$ cat src/core/dpw_defines.svh
`ifndef DPW_DEFINES_SVH
`define DPW_DEFINES_SVH

// clock
`define DPW_CLK_PERIOD_PS      8000

// slave address: fixed upper bits, then the two address select pins
`define DPW_ADDR_FIXED         5'b01010

// timing figures in their own units
`define DPW_GLITCH_NS          50
`define DPW_NV_WRITE_MS        10
`define DPW_RECALL_MS          5

// derived cycle counts: suppression width rounds up, the others round down
// long counts go through ns so every product stays inside 32 bits
`define DPW_GLITCH_CYC   ((`DPW_GLITCH_NS * 1000 + `DPW_CLK_PERIOD_PS - 1) / `DPW_CLK_PERIOD_PS)
`define DPW_NV_WRITE_CYC (`DPW_NV_WRITE_MS * 1000000 / (`DPW_CLK_PERIOD_PS / 1000))
`define DPW_RECALL_CYC   (`DPW_RECALL_MS * 1000000 / (`DPW_CLK_PERIOD_PS / 1000))

// memory map offsets
`define DPW_OFS_WIPER_INIT     8'h00
`define DPW_OFS_CTRL_ZERO      8'h02
`define DPW_OFS_CTRL_ONE       8'h03
`define DPW_OFS_TABLE_ADDR     8'h08
`define DPW_OFS_WIPER          8'h09
`define DPW_OFS_CTRL_TWO       8'h0a
`define DPW_OFS_TEMP           8'h0c
`define DPW_OFS_VCC            8'h0e
`define DPW_OFS_TABLE_FIRST    8'h80
`define DPW_OFS_TABLE_LAST     8'ha3

// field positions
`define DPW_CR0_SHADOW_ONLY    7
`define DPW_CR1_UPDATE         0
`define DPW_CR1_ADDER          1
`define DPW_CR2_STANDBY        0

// reset and factory values
`define DPW_INIT_VALUE_RST     7'h40
`define DPW_CTRL_RST           8'h00
`define DPW_TABLE_RST          8'h00

// table geometry: entry 0 covers everything up to -37 C, 4 C per entry
`define DPW_TABLE_ENTRIES      36
`define DPW_TABLE_TEMP_BASE    10'sh028
`define DPW_WIPER_MAX          7'h7f

`endif

$ cat src/core/dpw_pkg.sv
package dpw_pkg;

   typedef enum logic [1:0] {
      DPW_MODE_DEFAULT,
      DPW_MODE_TABLE,
      DPW_MODE_TABLE_ADDER
   } dpw_mode_type;

   typedef enum logic [2:0] {
      DPW_ST_IDLE,
      DPW_ST_RX,
      DPW_ST_ACK,
      DPW_ST_TX,
      DPW_ST_RACK
   } dpw_state_type;

   typedef enum logic [1:0] {
      DPW_BYTE_ADDR,
      DPW_BYTE_PTR,
      DPW_BYTE_DATA
   } dpw_byte_type;

   typedef struct packed {
      logic [1:0]  meta;
      logic [1:0]  sync;
      logic [7:0]  cnt;
      logic        level;
      logic        rise;
      logic        fall;
   } dpw_filt_type;

   typedef struct packed {
      dpw_state_type    st;
      dpw_byte_type     kind;
      logic [3:0]       cnt;
      logic [7:0]       sh;
      logic             rw;
      logic             master_ack;
      logic             drive;
      logic [7:0]       ptr;
      logic [6:0]       wiper;
      logic [6:0]       init_value;
      logic [7:0]       cr0;
      logic [7:0]       cr1;
      logic [7:0]       cr2;
      logic [7:0]       table_addr;
      logic [7:0]       temp;
      logic [7:0]       vcc;
      logic [35:0][7:0] table_mem;
      logic             nv_pend;
      logic [31:0]      nv_cnt;
      logic [31:0]      recall_cnt;
      logic [1:0]       pin_meta;
      logic [1:0]       pin_sync;
      logic [127:0]     tap;
   } dpw_state_rec_type;

endpackage : dpw_pkg

$ cat src/core/dpw_line_if.sv
`timescale 1ns/1ps
// one filtered serial line: raw pin in, clean level and edge pulses out
interface dpw_line_if;
   logic raw;
   logic level;
   logic rise;
   logic fall;
   modport filt (input raw, output level, output rise, output fall);
   modport user (output raw, input level, input rise, input fall);
endinterface : dpw_line_if

$ cat src/core/dpw_wiper_ctrl.sv
// Overview of operation
// - slave address is 01010, then pin one, pin zero; last bit is read/write
// - serial port runs up to 400 kHz fast mode, also standard mode
// - nonvolatile programming starts only at STOP, lasting typically 10 ms
// - pulses on clock and data narrower than 50 ns are ignored
// - exactly one of default, table, or table adder mode is active
// - default mode: host writes wiper and stored initial value over serial port
// - table modes: wiper follows the previous measured temperature, one conversion behind
// - tap decoded straight from 7-bit wiper value 0 to 127
// - after power-up, nonvolatile values are copied to working registers
// - control register two bit 0 high puts device in standby
// - update bit clear: default; set with adder clear: table; both: adder
// - power-up loads stored initial value into the wiper register
// - power-up recall finishes within 5 ms
// - table modes: each conversion loads wiper from the selected table entry; adder mode adds the initial value, saturating at 127
`timescale 1ns/1ps
`include "dpw_defines.svh"
module dpw_wiper_ctrl #(
   parameter int NV_WRITE_CYC = `DPW_NV_WRITE_CYC,
   parameter int RECALL_CYC   = `DPW_RECALL_CYC,
   parameter int GLITCH_CYC   = `DPW_GLITCH_CYC
) (
   input  wire logic                  core_clk,
   input  wire logic                  reset,
   input  wire logic                  scl_i,
   input  wire logic                  sda_i,
   output wire logic                  sda_o,
   output wire logic                  sda_oe,
   input  wire logic                  addr_select_pin_zero,
   input  wire logic                  addr_select_pin_one,
   input  wire logic [7:0]            temp_value,
   input  wire logic [7:0]            vcc_value,
   input  wire logic                  temp_valid,
   output wire logic [6:0]            wiper_pos,
   output wire logic [127:0]          tap_select,
   output wire dpw_pkg::dpw_mode_type mode,
   output wire logic                  standby,
   output wire logic                  nv_busy,
   output wire logic                  recall_busy
);
   import dpw_pkg::*;

   generate
      if (NV_WRITE_CYC < 1 || RECALL_CYC < 1 || RECALL_CYC > `DPW_RECALL_CYC) begin : g_chk
         $error("timing parameters out of range");
      end
   endgenerate

   dpw_line_if scl_line ();
   dpw_line_if sda_line ();
   assign scl_line.raw = scl_i;
   assign sda_line.raw = sda_i;

   // both lines share one filter width so start/stop ordering is kept
   dpw_glitch_filter #(.GLITCH_CYC(GLITCH_CYC)) u_scl_filt (
      .core_clk (core_clk),
      .reset    (reset),
      .line     (scl_line.filt)
   );
   dpw_glitch_filter #(.GLITCH_CYC(GLITCH_CYC)) u_sda_filt (
      .core_clk (core_clk),
      .reset    (reset),
      .line     (sda_line.filt)
   );

   dpw_state_rec_type s_q, s_d;
   dpw_mode_type      mode_c;
   logic              start_c;
   logic              stop_c;
   logic              addr_hit_c;
   logic [7:0]        rd_c;
   logic [5:0]        tbl_idx_c;
   logic [7:0]        tbl_val_c;
   logic [7:0]        sum_c;
   logic signed [9:0] tshift_c;

   // mode from the two control bits
   always_comb begin
      if (!s_q.cr1[`DPW_CR1_UPDATE]) begin
         mode_c = DPW_MODE_DEFAULT;
      end else if (!s_q.cr1[`DPW_CR1_ADDER]) begin
         mode_c = DPW_MODE_TABLE;
      end else begin
         mode_c = DPW_MODE_TABLE_ADDER;
      end
   end

   // bus conditions: data moves while clock is high
   assign start_c = sda_line.fall & scl_line.level;
   assign stop_c  = sda_line.rise & scl_line.level;

   // address compare against live pin levels; busy device stays silent
   assign addr_hit_c = (s_q.sh[7:1] == {`DPW_ADDR_FIXED, s_q.pin_sync})
                       && (s_q.nv_cnt == 32'h0) && (s_q.recall_cnt == 32'h0);

   // table index: 4 C per entry, clamped at both ends
   always_comb begin
      tshift_c = $signed({{2{s_q.temp[7]}}, s_q.temp}) + `DPW_TABLE_TEMP_BASE;
      if (tshift_c < 10'sd0) begin
         tbl_idx_c = 6'h00;
      end else if (tshift_c[9:2] > 8'(`DPW_TABLE_ENTRIES - 1)) begin
         tbl_idx_c = 6'(`DPW_TABLE_ENTRIES - 1);
      end else begin
         tbl_idx_c = tshift_c[7:2];
      end
      tbl_val_c = s_q.table_mem[tbl_idx_c];
      sum_c     = {1'b0, s_q.init_value} + tbl_val_c;
   end

   // read mux; unmapped offsets read zero
   always_comb begin
      rd_c = 8'h00;
      case (s_q.ptr)
         `DPW_OFS_WIPER_INIT: begin
            rd_c = (mode_c == DPW_MODE_DEFAULT) ? {1'b0, s_q.wiper} : {1'b0, s_q.init_value};
         end
         `DPW_OFS_CTRL_ZERO:  rd_c = s_q.cr0;
         `DPW_OFS_CTRL_ONE:   rd_c = s_q.cr1;
         `DPW_OFS_TABLE_ADDR: rd_c = s_q.table_addr;
         `DPW_OFS_WIPER:      rd_c = {1'b0, s_q.wiper};
         `DPW_OFS_CTRL_TWO:   rd_c = s_q.cr2;
         `DPW_OFS_TEMP:       rd_c = s_q.temp;
         `DPW_OFS_VCC:        rd_c = s_q.vcc;
         default: begin
            if (s_q.ptr >= `DPW_OFS_TABLE_FIRST && s_q.ptr <= `DPW_OFS_TABLE_LAST) begin
               rd_c = s_q.table_mem[6'(s_q.ptr - `DPW_OFS_TABLE_FIRST)];
            end
         end
      endcase
   end

   always_comb begin
      s_d          = s_q;
      s_d.pin_meta = {addr_select_pin_one, addr_select_pin_zero};
      s_d.pin_sync = s_q.pin_meta;
      s_d.vcc      = vcc_value;
      if (s_q.recall_cnt != 32'h0) begin
         s_d.recall_cnt = s_q.recall_cnt - 32'h1;  // recall window
      end
      if (s_q.nv_cnt != 32'h0) begin
         s_d.nv_cnt = s_q.nv_cnt - 32'h1;
      end
      // conversion result drives the wiper in table modes
      if (temp_valid) begin
         s_d.temp = temp_value;
      end
      if (temp_valid && mode_c != DPW_MODE_DEFAULT && s_q.recall_cnt == 32'h0) begin
         s_d.table_addr = {2'b00, tbl_idx_c};
         if (mode_c == DPW_MODE_TABLE_ADDER) begin
            s_d.wiper = sum_c[7] ? `DPW_WIPER_MAX : sum_c[6:0];
         end else begin
            s_d.wiper = tbl_val_c[6:0];
         end
      end

      case (s_q.st)
         DPW_ST_RX: begin
            if (scl_line.rise) begin
               s_d.sh  = {s_q.sh[6:0], sda_line.level};
               s_d.cnt = s_q.cnt + 4'h1;
            end else if (scl_line.fall && s_q.cnt == 4'h8) begin
               s_d.cnt   = 4'h0;
               s_d.st    = DPW_ST_ACK;
               s_d.drive = 1'b1;
               case (s_q.kind)
                  DPW_BYTE_ADDR: begin
                     s_d.rw = s_q.sh[0];
                     if (!addr_hit_c) begin
                        s_d.st    = DPW_ST_IDLE;  // no answer, line stays released
                        s_d.drive = 1'b0;
                     end
                  end
                  DPW_BYTE_PTR: s_d.ptr = s_q.sh;
                  default: begin
                     s_d.ptr = s_q.ptr + 8'h01;
                     // host writes over the serial port
                     case (s_q.ptr)
                        `DPW_OFS_WIPER_INIT: begin
                           if (mode_c == DPW_MODE_DEFAULT) begin
                              s_d.wiper = s_q.sh[6:0];
                           end
                           if (!s_q.cr0[`DPW_CR0_SHADOW_ONLY]) begin
                              s_d.init_value = s_q.sh[6:0];
                              s_d.nv_pend    = 1'b1;
                           end
                        end
                        `DPW_OFS_CTRL_ZERO: s_d.cr0 = s_q.sh;
                        `DPW_OFS_CTRL_ONE: begin
                           s_d.cr1     = s_q.sh;
                           s_d.nv_pend = 1'b1;
                        end
                        `DPW_OFS_TABLE_ADDR: s_d.table_addr = s_q.sh;
                        `DPW_OFS_WIPER: begin
                           if (mode_c != DPW_MODE_DEFAULT) begin
                              s_d.wiper = s_q.sh[6:0];
                           end
                        end
                        `DPW_OFS_CTRL_TWO: s_d.cr2 = s_q.sh;
                        default: begin
                           if (s_q.ptr >= `DPW_OFS_TABLE_FIRST
                               && s_q.ptr <= `DPW_OFS_TABLE_LAST) begin
                              s_d.table_mem[6'(s_q.ptr - `DPW_OFS_TABLE_FIRST)] = s_q.sh;
                              s_d.nv_pend = 1'b1;
                           end
                        end
                     endcase
                  end
               endcase
            end
         end
         DPW_ST_ACK: begin
            if (scl_line.fall) begin
               s_d.drive = 1'b0;
               if (s_q.kind == DPW_BYTE_ADDR && s_q.rw) begin
                  s_d.st    = DPW_ST_TX;
                  s_d.sh    = rd_c;
                  s_d.drive = ~rd_c[7];
                  s_d.ptr   = s_q.ptr + 8'h01;
               end else begin
                  s_d.st   = DPW_ST_RX;
                  s_d.kind = (s_q.kind == DPW_BYTE_ADDR) ? DPW_BYTE_PTR : DPW_BYTE_DATA;
               end
            end
         end
         DPW_ST_TX: begin
            if (scl_line.fall) begin
               s_d.cnt = s_q.cnt + 4'h1;
               if (s_q.cnt == 4'h7) begin
                  s_d.st    = DPW_ST_RACK;
                  s_d.cnt   = 4'h0;
                  s_d.drive = 1'b0;
               end else begin
                  s_d.sh    = {s_q.sh[6:0], 1'b0};
                  s_d.drive = ~s_q.sh[6];
               end
            end
         end
         DPW_ST_RACK: begin
            if (scl_line.rise) begin
               s_d.master_ack = ~sda_line.level;
            end else if (scl_line.fall) begin
               if (s_q.master_ack) begin
                  s_d.st    = DPW_ST_TX;
                  s_d.sh    = rd_c;
                  s_d.drive = ~rd_c[7];
                  s_d.ptr   = s_q.ptr + 8'h01;
               end else begin
                  s_d.st = DPW_ST_IDLE;
               end
            end
         end
         default: ;
      endcase

      // start and stop override any byte in flight
      if (start_c) begin
         s_d.st    = DPW_ST_RX;
         s_d.kind  = DPW_BYTE_ADDR;
         s_d.cnt   = 4'h0;
         s_d.drive = 1'b0;
      end else if (stop_c) begin
         s_d.st    = DPW_ST_IDLE;
         s_d.drive = 1'b0;
         if (s_q.nv_pend) begin
            s_d.nv_pend = 1'b0;
            s_d.nv_cnt  = 32'(NV_WRITE_CYC);  // programming begins only here
         end
      end

      // straight decode, one switch per tap
      s_d.tap = 128'h0;
      s_d.tap[s_q.wiper] = 1'b1;
   end

   // reset is power-on: stored values come back, wiper takes the initial value
   always_ff @(posedge core_clk) begin
      if (reset) begin
         s_q            <= '0;
         s_q.st         <= DPW_ST_IDLE;
         s_q.kind       <= DPW_BYTE_ADDR;
         s_q.init_value <= `DPW_INIT_VALUE_RST;
         s_q.wiper      <= `DPW_INIT_VALUE_RST;
         s_q.cr0        <= `DPW_CTRL_RST;
         s_q.cr1        <= `DPW_CTRL_RST;
         s_q.cr2        <= `DPW_CTRL_RST;
         s_q.table_mem  <= {`DPW_TABLE_ENTRIES{`DPW_TABLE_RST}};
         s_q.recall_cnt <= 32'(RECALL_CYC);
         s_q.pin_meta   <= 2'h0;
         s_q.pin_sync   <= 2'h0;
         s_q.tap        <= 128'h0;
      end else begin
         s_q <= s_d;
      end
   end

   // open drain: only ever pull low
   assign sda_o       = 1'b0;
   assign sda_oe      = s_q.drive;
   assign wiper_pos   = s_q.wiper;
   assign tap_select  = s_q.tap;
   assign mode        = mode_c;
   assign standby     = s_q.cr2[`DPW_CR2_STANDBY];
   assign nv_busy     = (s_q.nv_cnt != 32'h0);
   assign recall_busy = (s_q.recall_cnt != 32'h0);
endmodule : dpw_wiper_ctrl

$ cat src/core/dpw_glitch_filter.sv
`timescale 1ns/1ps
`include "dpw_defines.svh"
module dpw_glitch_filter #(
   parameter int GLITCH_CYC = `DPW_GLITCH_CYC
) (
   input  wire logic core_clk,
   input  wire logic reset,
   dpw_line_if.filt  line
);
   import dpw_pkg::*;

   dpw_filt_type s_q, s_d;

   generate
      if (GLITCH_CYC < 1 || GLITCH_CYC > 255) begin : g_chk
         $error("glitch filter width out of range");
      end
   endgenerate

   // level moves only after the synced input disagrees for a full width
   always_comb begin
      s_d      = s_q;
      s_d.rise = 1'b0;
      s_d.fall = 1'b0;
      s_d.meta = {s_q.meta[0], line.raw};
      s_d.sync = {s_q.sync[0], s_q.meta[1]};   // meta stage read by the second flop only
      if (s_q.sync[1] == s_q.level) begin
         s_d.cnt = 8'h00;                       // narrow pulse never completes
      end else if (s_q.cnt == 8'(GLITCH_CYC - 1)) begin
         s_d.cnt   = 8'h00;
         s_d.level = s_q.sync[1];
         s_d.rise  = s_q.sync[1];
         s_d.fall  = ~s_q.sync[1];
      end else begin
         s_d.cnt = s_q.cnt + 8'h01;
      end
   end

   // idle bus is high, so filtered level resets high
   always_ff @(posedge core_clk) begin
      if (reset) begin
         s_q <= '{meta: 2'h3, sync: 2'h3, cnt: 8'h00, level: 1'b1, rise: 1'b0, fall: 1'b0};
      end else begin
         s_q <= s_d;
      end
   end

   assign line.level = s_q.level;
   assign line.rise  = s_q.rise;
   assign line.fall  = s_q.fall;
endmodule : dpw_glitch_filter

$ cat config.mk
export PLATFORM = sky130hd
export DESIGN_NAME = dpw_wiper_ctrl
export DESIGN_NICKNAME = d
export VERILOG_FILES = /design/src/core/dpw_pkg.sv /design/src/core/dpw_line_if.sv /design/src/core/dpw_wiper_ctrl.sv /design/src/core/dpw_glitch_filter.sv
export VERILOG_INCLUDE_DIRS = /design/src /design/src/core
export SDC_FILE = /design/constraint.sdc
export NUM_CORES = 2
export LEC_CHECK = 0
export BUFFER_PORTS_ARGS = -buffer_cell sky130_fd_sc_hd__buf_2
export CORE_UTILIZATION = 55
export DETAILED_ROUTE_END_ITERATION = 7
export HOLD_SLACK_MARGIN = 0.15
export PLACE_DENSITY_LB_ADDON = 0.2
export SYNTH_ARGS = -nofsm -noshare
export SYNTH_HDL_FRONTEND = slang
export SYNTH_SLANG_ARGS = --single-unit
$ cat constraint.sdc
create_clock -name core_clk -period 4.58 [get_ports core_clk]
set_input_delay 0.229 -clock core_clk [delete_from_list [all_inputs] [get_ports core_clk]]
set_output_delay 0.229 -clock core_clk [all_outputs]
set_load 0.01 [all_outputs]
== Yosys cells after proc, flatten, opt, wreduce, memory -nomap -nowiden ==
Cells that the tools add are included.
Operators by class
  eq/ne operators: 40
  bitwise operators: 16
  reductions and logical operators: 46
  add/sub/neg operators: 9
  muxes and demuxes: 85
  magnitude comparators: 9
Operator list (count)
  2-to-1 mux 289 bit: 1
  bitwise mux 288 bit: 1
  2-to-1 mux 8 bit: 16
  2-to-1 mux 55 bit: 2
  2-to-1 mux 33 bit: 3
  binary-select mux 8 bit (select 6 bit): 2
  2-to-1 mux 46 bit: 2
  zero test 32 bit: 2
  case mux 8 bit (8 select lines): 1
  nonzero test 32 bit: 2
  subtractor 32 x 1 -> 32 bit, second input constant: 2
  2-to-1 mux 7 bit: 8
  demux 8 bit (select 6 bit): 1
  2-to-1 mux 9 bit: 5
  == test 8 x 4 -> 1 bit, second input constant: 5
  2-to-1 mux 32 bit: 1
  case mux 8 bit (4 select lines): 1
  adder 8 x 1 -> 8 bit, second input constant: 3
  case mux 8 bit (3 select lines): 1
  AND reduction 8 bit: 3
  2-to-1 mux 3 bit: 7
  AND reduction 9 bit: 2
  == test 8 x 2 -> 1 bit, second input constant: 2
  == test 8 x 3 -> 1 bit, second input constant: 2
  other kinds (57): 130
Storage, ports and cells
  input bits: 23
  flip-flop bits (word level): 605

== Depth between registers and ports, before layout ==
  depth after elaboration: 16
  mapped depth: 23
  gate-level depth less buffers: 20

== Cells and area by module ==
From an unflattened synthesis, not the netlist that was laid out.
Unflattened totals
  cell total of the unflattened synthesis: 3636
  area total of the unflattened synthesis: 28448.5 um^2
Modules (own cells, without submodules)
  dpw_wiper_ctrl: seq. area each 11511.0 um^2, cells an instance 3520, instances 1, area each 27259.9 um^2
  dpw_glitch_filter: seq. area each 300.3 um^2, cells an instance 58, instances 2, area each 594.3 um^2

== Least setup slack after synthesis ==
No wires, ideal clock.
  kind: register to register
  from: reg s_q[496] (netlist bit)
  to: reg s_q (netlist bit wiper_pos[6])
  arrival time: 4.343 ns
  slack: 0.107 ns
  cell stages (with the launch flop): 23
  data required time: 4.449 ns
  clock period less this slack: 4.473 ns
  buffers on the path: 3
  cell sequence: dfxtp_1 ha_1 buf_2 a311o_1 a21boi_0 a21boi_1 a21oi_1 buf_2 buf_2 a222oi_1 o32ai_1 a41oi_1 nand2_1 ha_1 a21o_1 a21oi_1 o21bai_1 a21oi_1 o21bai_1 a21oi_1 nor3_2 o41ai_1 o31ai_1
On the way
  longest elaborated chain between the ends: 16
RTL lines
  from (decl): line dpw_wiper_ctrl.sv:66  | dpw_state_rec_type s_q, s_d;
  adder 8 x 7 -> 9 bit (no line) *
  greater-than comparator 8 x 6 -> 1 bit: line dpw_wiper_ctrl.sv:101  | end else if (tshift_c[9:2] > 8'(`DPW_TABLE_ENTRIES - 1)) begin
  2-to-1 mux 6 bit: line dpw_wiper_ctrl.sv:101
  2-to-1 mux 6 bit *: line dpw_wiper_ctrl.sv:99  | if (tshift_c < 10'sd0) begin
  binary-select mux 8 bit (select 6 bit) *: line dpw_wiper_ctrl.sv:106  | tbl_val_c = s_q.table_mem[tbl_idx_c];
  2-to-1 mux 8 bit (implied by the code) *: line dpw_wiper_ctrl.sv:106
  adder 7 x 8 -> 8 bit: line dpw_wiper_ctrl.sv:107  | sum_c = {1'b0, s_q.init_value} + tbl_val_c;
  2-to-1 mux 7 bit: line dpw_wiper_ctrl.sv:150  | s_d.wiper = sum_c[7] ? `DPW_WIPER_MAX : sum_c[6:0];
  2-to-1 mux 7 bit *: line dpw_wiper_ctrl.sv:149  | if (mode_c == DPW_MODE_TABLE_ADDER) begin
  2-to-1 mux 7 bit *: line dpw_wiper_ctrl.sv:147  | if (temp_valid && mode_c != DPW_MODE_DEFAULT && s_q.recall_cnt == 32'h0) begin
  2-to-1 mux 7 bit (on tied branches): line dpw_wiper_ctrl.sv:194, dpw_wiper_ctrl.sv:179
  case mux 7 bit (2 select lines): line dpw_wiper_ctrl.sv:177  | case (s_q.ptr)
  2-to-1 mux 46 bit: line dpw_wiper_ctrl.sv:165  | case (s_q.kind)
  2-to-1 mux 55 bit: line dpw_wiper_ctrl.sv:161  | end else if (scl_line.fall && s_q.cnt == 4'h8) begin
  2-to-1 mux 55 bit: line dpw_wiper_ctrl.sv:158  | if (scl_line.rise) begin
  2-to-1 mux 46 bit *: line dpw_wiper_ctrl.sv:156  | case (s_q.st)
Every way passes the cells marked *; elsewhere a longest branch is shown, timed or not. The select of a mux whose other input is x is not followed.
A chain may end at the register's enable or synchronous reset.

== Worst setup path in the final report ==
  from: reg s_q[496] (netlist bit)
  to: reg s_q (netlist bit wiper_pos[1])
The elaborated chain is that of the path after synthesis.

==> flow_metrics.tcl <==
set metrics [dict create \
    outcome "complete, no violations" \
    reg2regPathDepth 22 \
    r2r-end "wiper_pos[1]" \
    final-setup-viol-count 0 \
    drive_gt1_share_pct 16.8 \
    post-route-period-util_pct 98.5 \
    power_mw 12.4 \
    hpwl_mm 72.0 \
    dp_slack_ps -440 \
    cts-root-buf "clkbuf_16" \
    cts_max_level 2 \
    cts.sinks 605 \
    relSlewSlack_pct 22.9 \
    seqPwrFrac_pct 44.5 \
    crit_type "reg2reg" \
    syn_area_um2 28400 \
    ir_drop_mv 0.393 \
    place_area_um2 29800 \
    synth_edf_count 0 \
    clk_latency_ps 650 \
    synth_ff_type "dfxtp_1" \
    p_switching_mw 3.18 \
    dr.first_iter.drc_count 3739 \
    synthAdderAreaFrac_pct 0.953 \
    gp_congestion 1.06 \
    io_buffers 163 \
    setup_ws_ps 68.2 \
    hp-start "scl_i" \
    syn_nets 3633 \
    swShare_pct 25.8 \
    worstSetupEndpointType "register" \
    yosys_warnings 0 \
    clock_skew_ps 25.1 \
    cts_buffers 61 \
    start_util_pct 56.2 \
    whs_ps 307 \
    p_int_mw 9.17 \
    synth-compound-area-share_pct 21.4 \
    rows 82 \
    rsz0062_at_grt "yes" \
    syn_inst 3589 \
    wl_per_cell_um 23.9 \
    tightest_slew_ps 1160 \
    tns_ps 0 \
    final_antenna_net_count 0 \
    gr-total-overflow 0 \
    yosys-top-cells-area "dfxtp_1, a21oi_1, nand2_1, nor2_1, nand3_1" \
    cts_buffer_depth 3 \
    die_area_um2 52500 \
    drc 0 \
    synthSimpleGateAreaFrac_pct 22.3 \
    core_area_um2 50500 \
    r2r_start "s_q[496]" \
    area_growth_syn_to_layout_pct 15.8 \
    seq_area_frac_synth_pct 42.7 \
    synth_top_area_cell "dfxtp_1" \
    dr.pass1.iters 8 \
    antenna_found_initial 1 \
    cp_max_fo 7 \
    grt_pass1_wl_mm 159 \
    power_leakage_nw 11.8 \
    p_comb_share_pct 12.6 \
    via_count 28200 \
    async_reset_ff_share_pct 0 \
    nNetsFinal 3714 \
    power_frac_clock_pct 42.9 \
    synth_cell_type_count 94 \
    grt_max_degree 197 \
    yosysTopAreaCellShare_pct 42.7 \
    routed_via_density 6.43 \
    fp.dieH_um 229 \
    final_cells 4393 \
    die_w_um 229 \
    synth.most_common_cell "dfxtp_1" \
    tritoncts "done" \
    dp.cells 4230 \
    synth_top_family_by_area "simple AND/OR/NAND/NOR gates" \
    grt.total_usage_pct 38.7 \
    clk_pin_slew_worst_paths_ps 60 \
    io_pins 165 \
    finalCoreUtilization_pct 65.1 \
    drt_wl_total_mm 105 \
    synthXorXnorAreaFrac_pct 2.44 \
    min_path_type "in2reg" \
    hold_viol 0 \
    hold_end "u_scl_filt.s_d[14]" \
    critPathLaunchType "register" \
    whs_path_depth 3 \
    fin_crit_ps 4510 \
    critPathRequiredTime_ps 5060 \
    synth.area.mux_share_pct 2.27 \
    max_clock_freq_ghz 0.222 \
    synth_common_cells "dfxtp_1, nand2_1, a21oi_1, nor2_1, nand3_1" \
    slew_violations 0 \
    grt_pass1_vias 26500 \
    r2r_slack_ps 70 \
    fin_area_um2 32800 \
    fillers 4334 \
    synth_seq_cells 605 \
    worstPathArrival_ps 4990 \
    syn_area_per_cell_um2 7.90 \
    maxCapViolations 0 \
    powerDensity_nw_per_um2 376 \
]
## cells in the final DEF (no fill, tap or decap), types with 62 or more instances in the layout
master and instances:
a21oi_1 389, buf_2 162, buf_4 215, clkbuf_16 62, dfxtp_1 597, nand2_1 485
nand3_1 236, nor2_1 379, o21ai_0 178, o22ai_1 110
## cell families after synthesis
logic type	after synthesis
and+or+nand+nor	1386
AOI/OAI and AO/OA	984
DFF	605
buffers and inverters	451
xor gates and xnor gates	79
muxes	62
adders and majority gates	21
other	1
## cell type report
| type | instances | area (µm²) | share of cell area (%) |
|---|---|---|---|
| multi-input cells | 2533 | 14400 | 43.9 |
| repair buffers | 437 | 3180 | 9.68 |
| flip-flops and latches | 605 | 12100 | 36.9 |
| well taps | 672 | 841 | 2.56 |
| diodes | 1 | 2.50 | 0.00762 |
| clock buffers | 87 | 1820 | 5.53 |
| inverters | 32 | 120 | 0.366 |
| clock inverters | 26 | 339 | 1.03 |
## power groups by stage
stage | Clock [mW] | Sequential [mW] | Combinational (mW)
after global placement | 0 | 5.60 | 1.36
after floorplan | 0 | 5.58 | 0.937
final | 5.30 | 5.49 | 1.56
after CTS | 5.34 | 5.49 | 1.46
after detailed placement | 0 | 5.61 | 1.40
after global routing | 5.56 | 5.51 | 1.68
## what timing repair did
item                                   4_1_cts  5_1_grt
setup buffers                                3       14
setup endpoints to repair                    7        7
endpoints found under the hold margin       42        0
pin swaps                                    6       33
hold buffers                                34        0
resized for setup                           15       67
## worst max-delay path by stage
stage | cells past startpoint | startpoint | slack, ps | endpoint
after floorplan | 22 | s_q[496] | 110 | wiper_pos[6]
after global placement | 23 | s_q[496] | -350 | wiper_pos[5]
after detailed placement | 22 | s_q[496] | -440 | wiper_pos[6]
after CTS | 23 | s_q[496] | 10 | wiper_pos[1]
after global routing | 25 | s_q[496] | -130 | wiper_pos[1]
final | 22 | s_q[496] | 70 | wiper_pos[1]
## routing by layer
| metal | up-vias | share of wire [%] | global-route usage (%) | wire [µm] |
|---|---|---|---|---|
| met5 | - | 0.043 | 0.643 | 45 |
| met4 | 2 | 5.1 | 18.6 | 5380 |
| met3 | 356 | 10 | 7.00 | 10500 |
| met2 | 1704 | 45 | 61.5 | 47100 |
| met1 | 13400 | 40 | 50.8 | 41900 |
| li1 | 12800 | - | - | - |
## critical path, stage by stage, from the launching register on
cell and delay, ps:
dfxtp_2 340, ha_4 190, nand4bb_4 230, a21o_4 270, o211a_4 270, buf_4 140, nor2_2 210, nand2_1 80
and3_1 180, o32ai_2 370, nand4_1 320, nand2_2 190, ha_4 210, a21o_1 160, a21oi_2 140, o21bai_1 110
a21oi_2 150, o21bai_1 110, a21oi_2 170, nor3_2 90, buf_4 190, nor4_2 130, o22ai_1 90
Power figures use the tool's default switching activity.
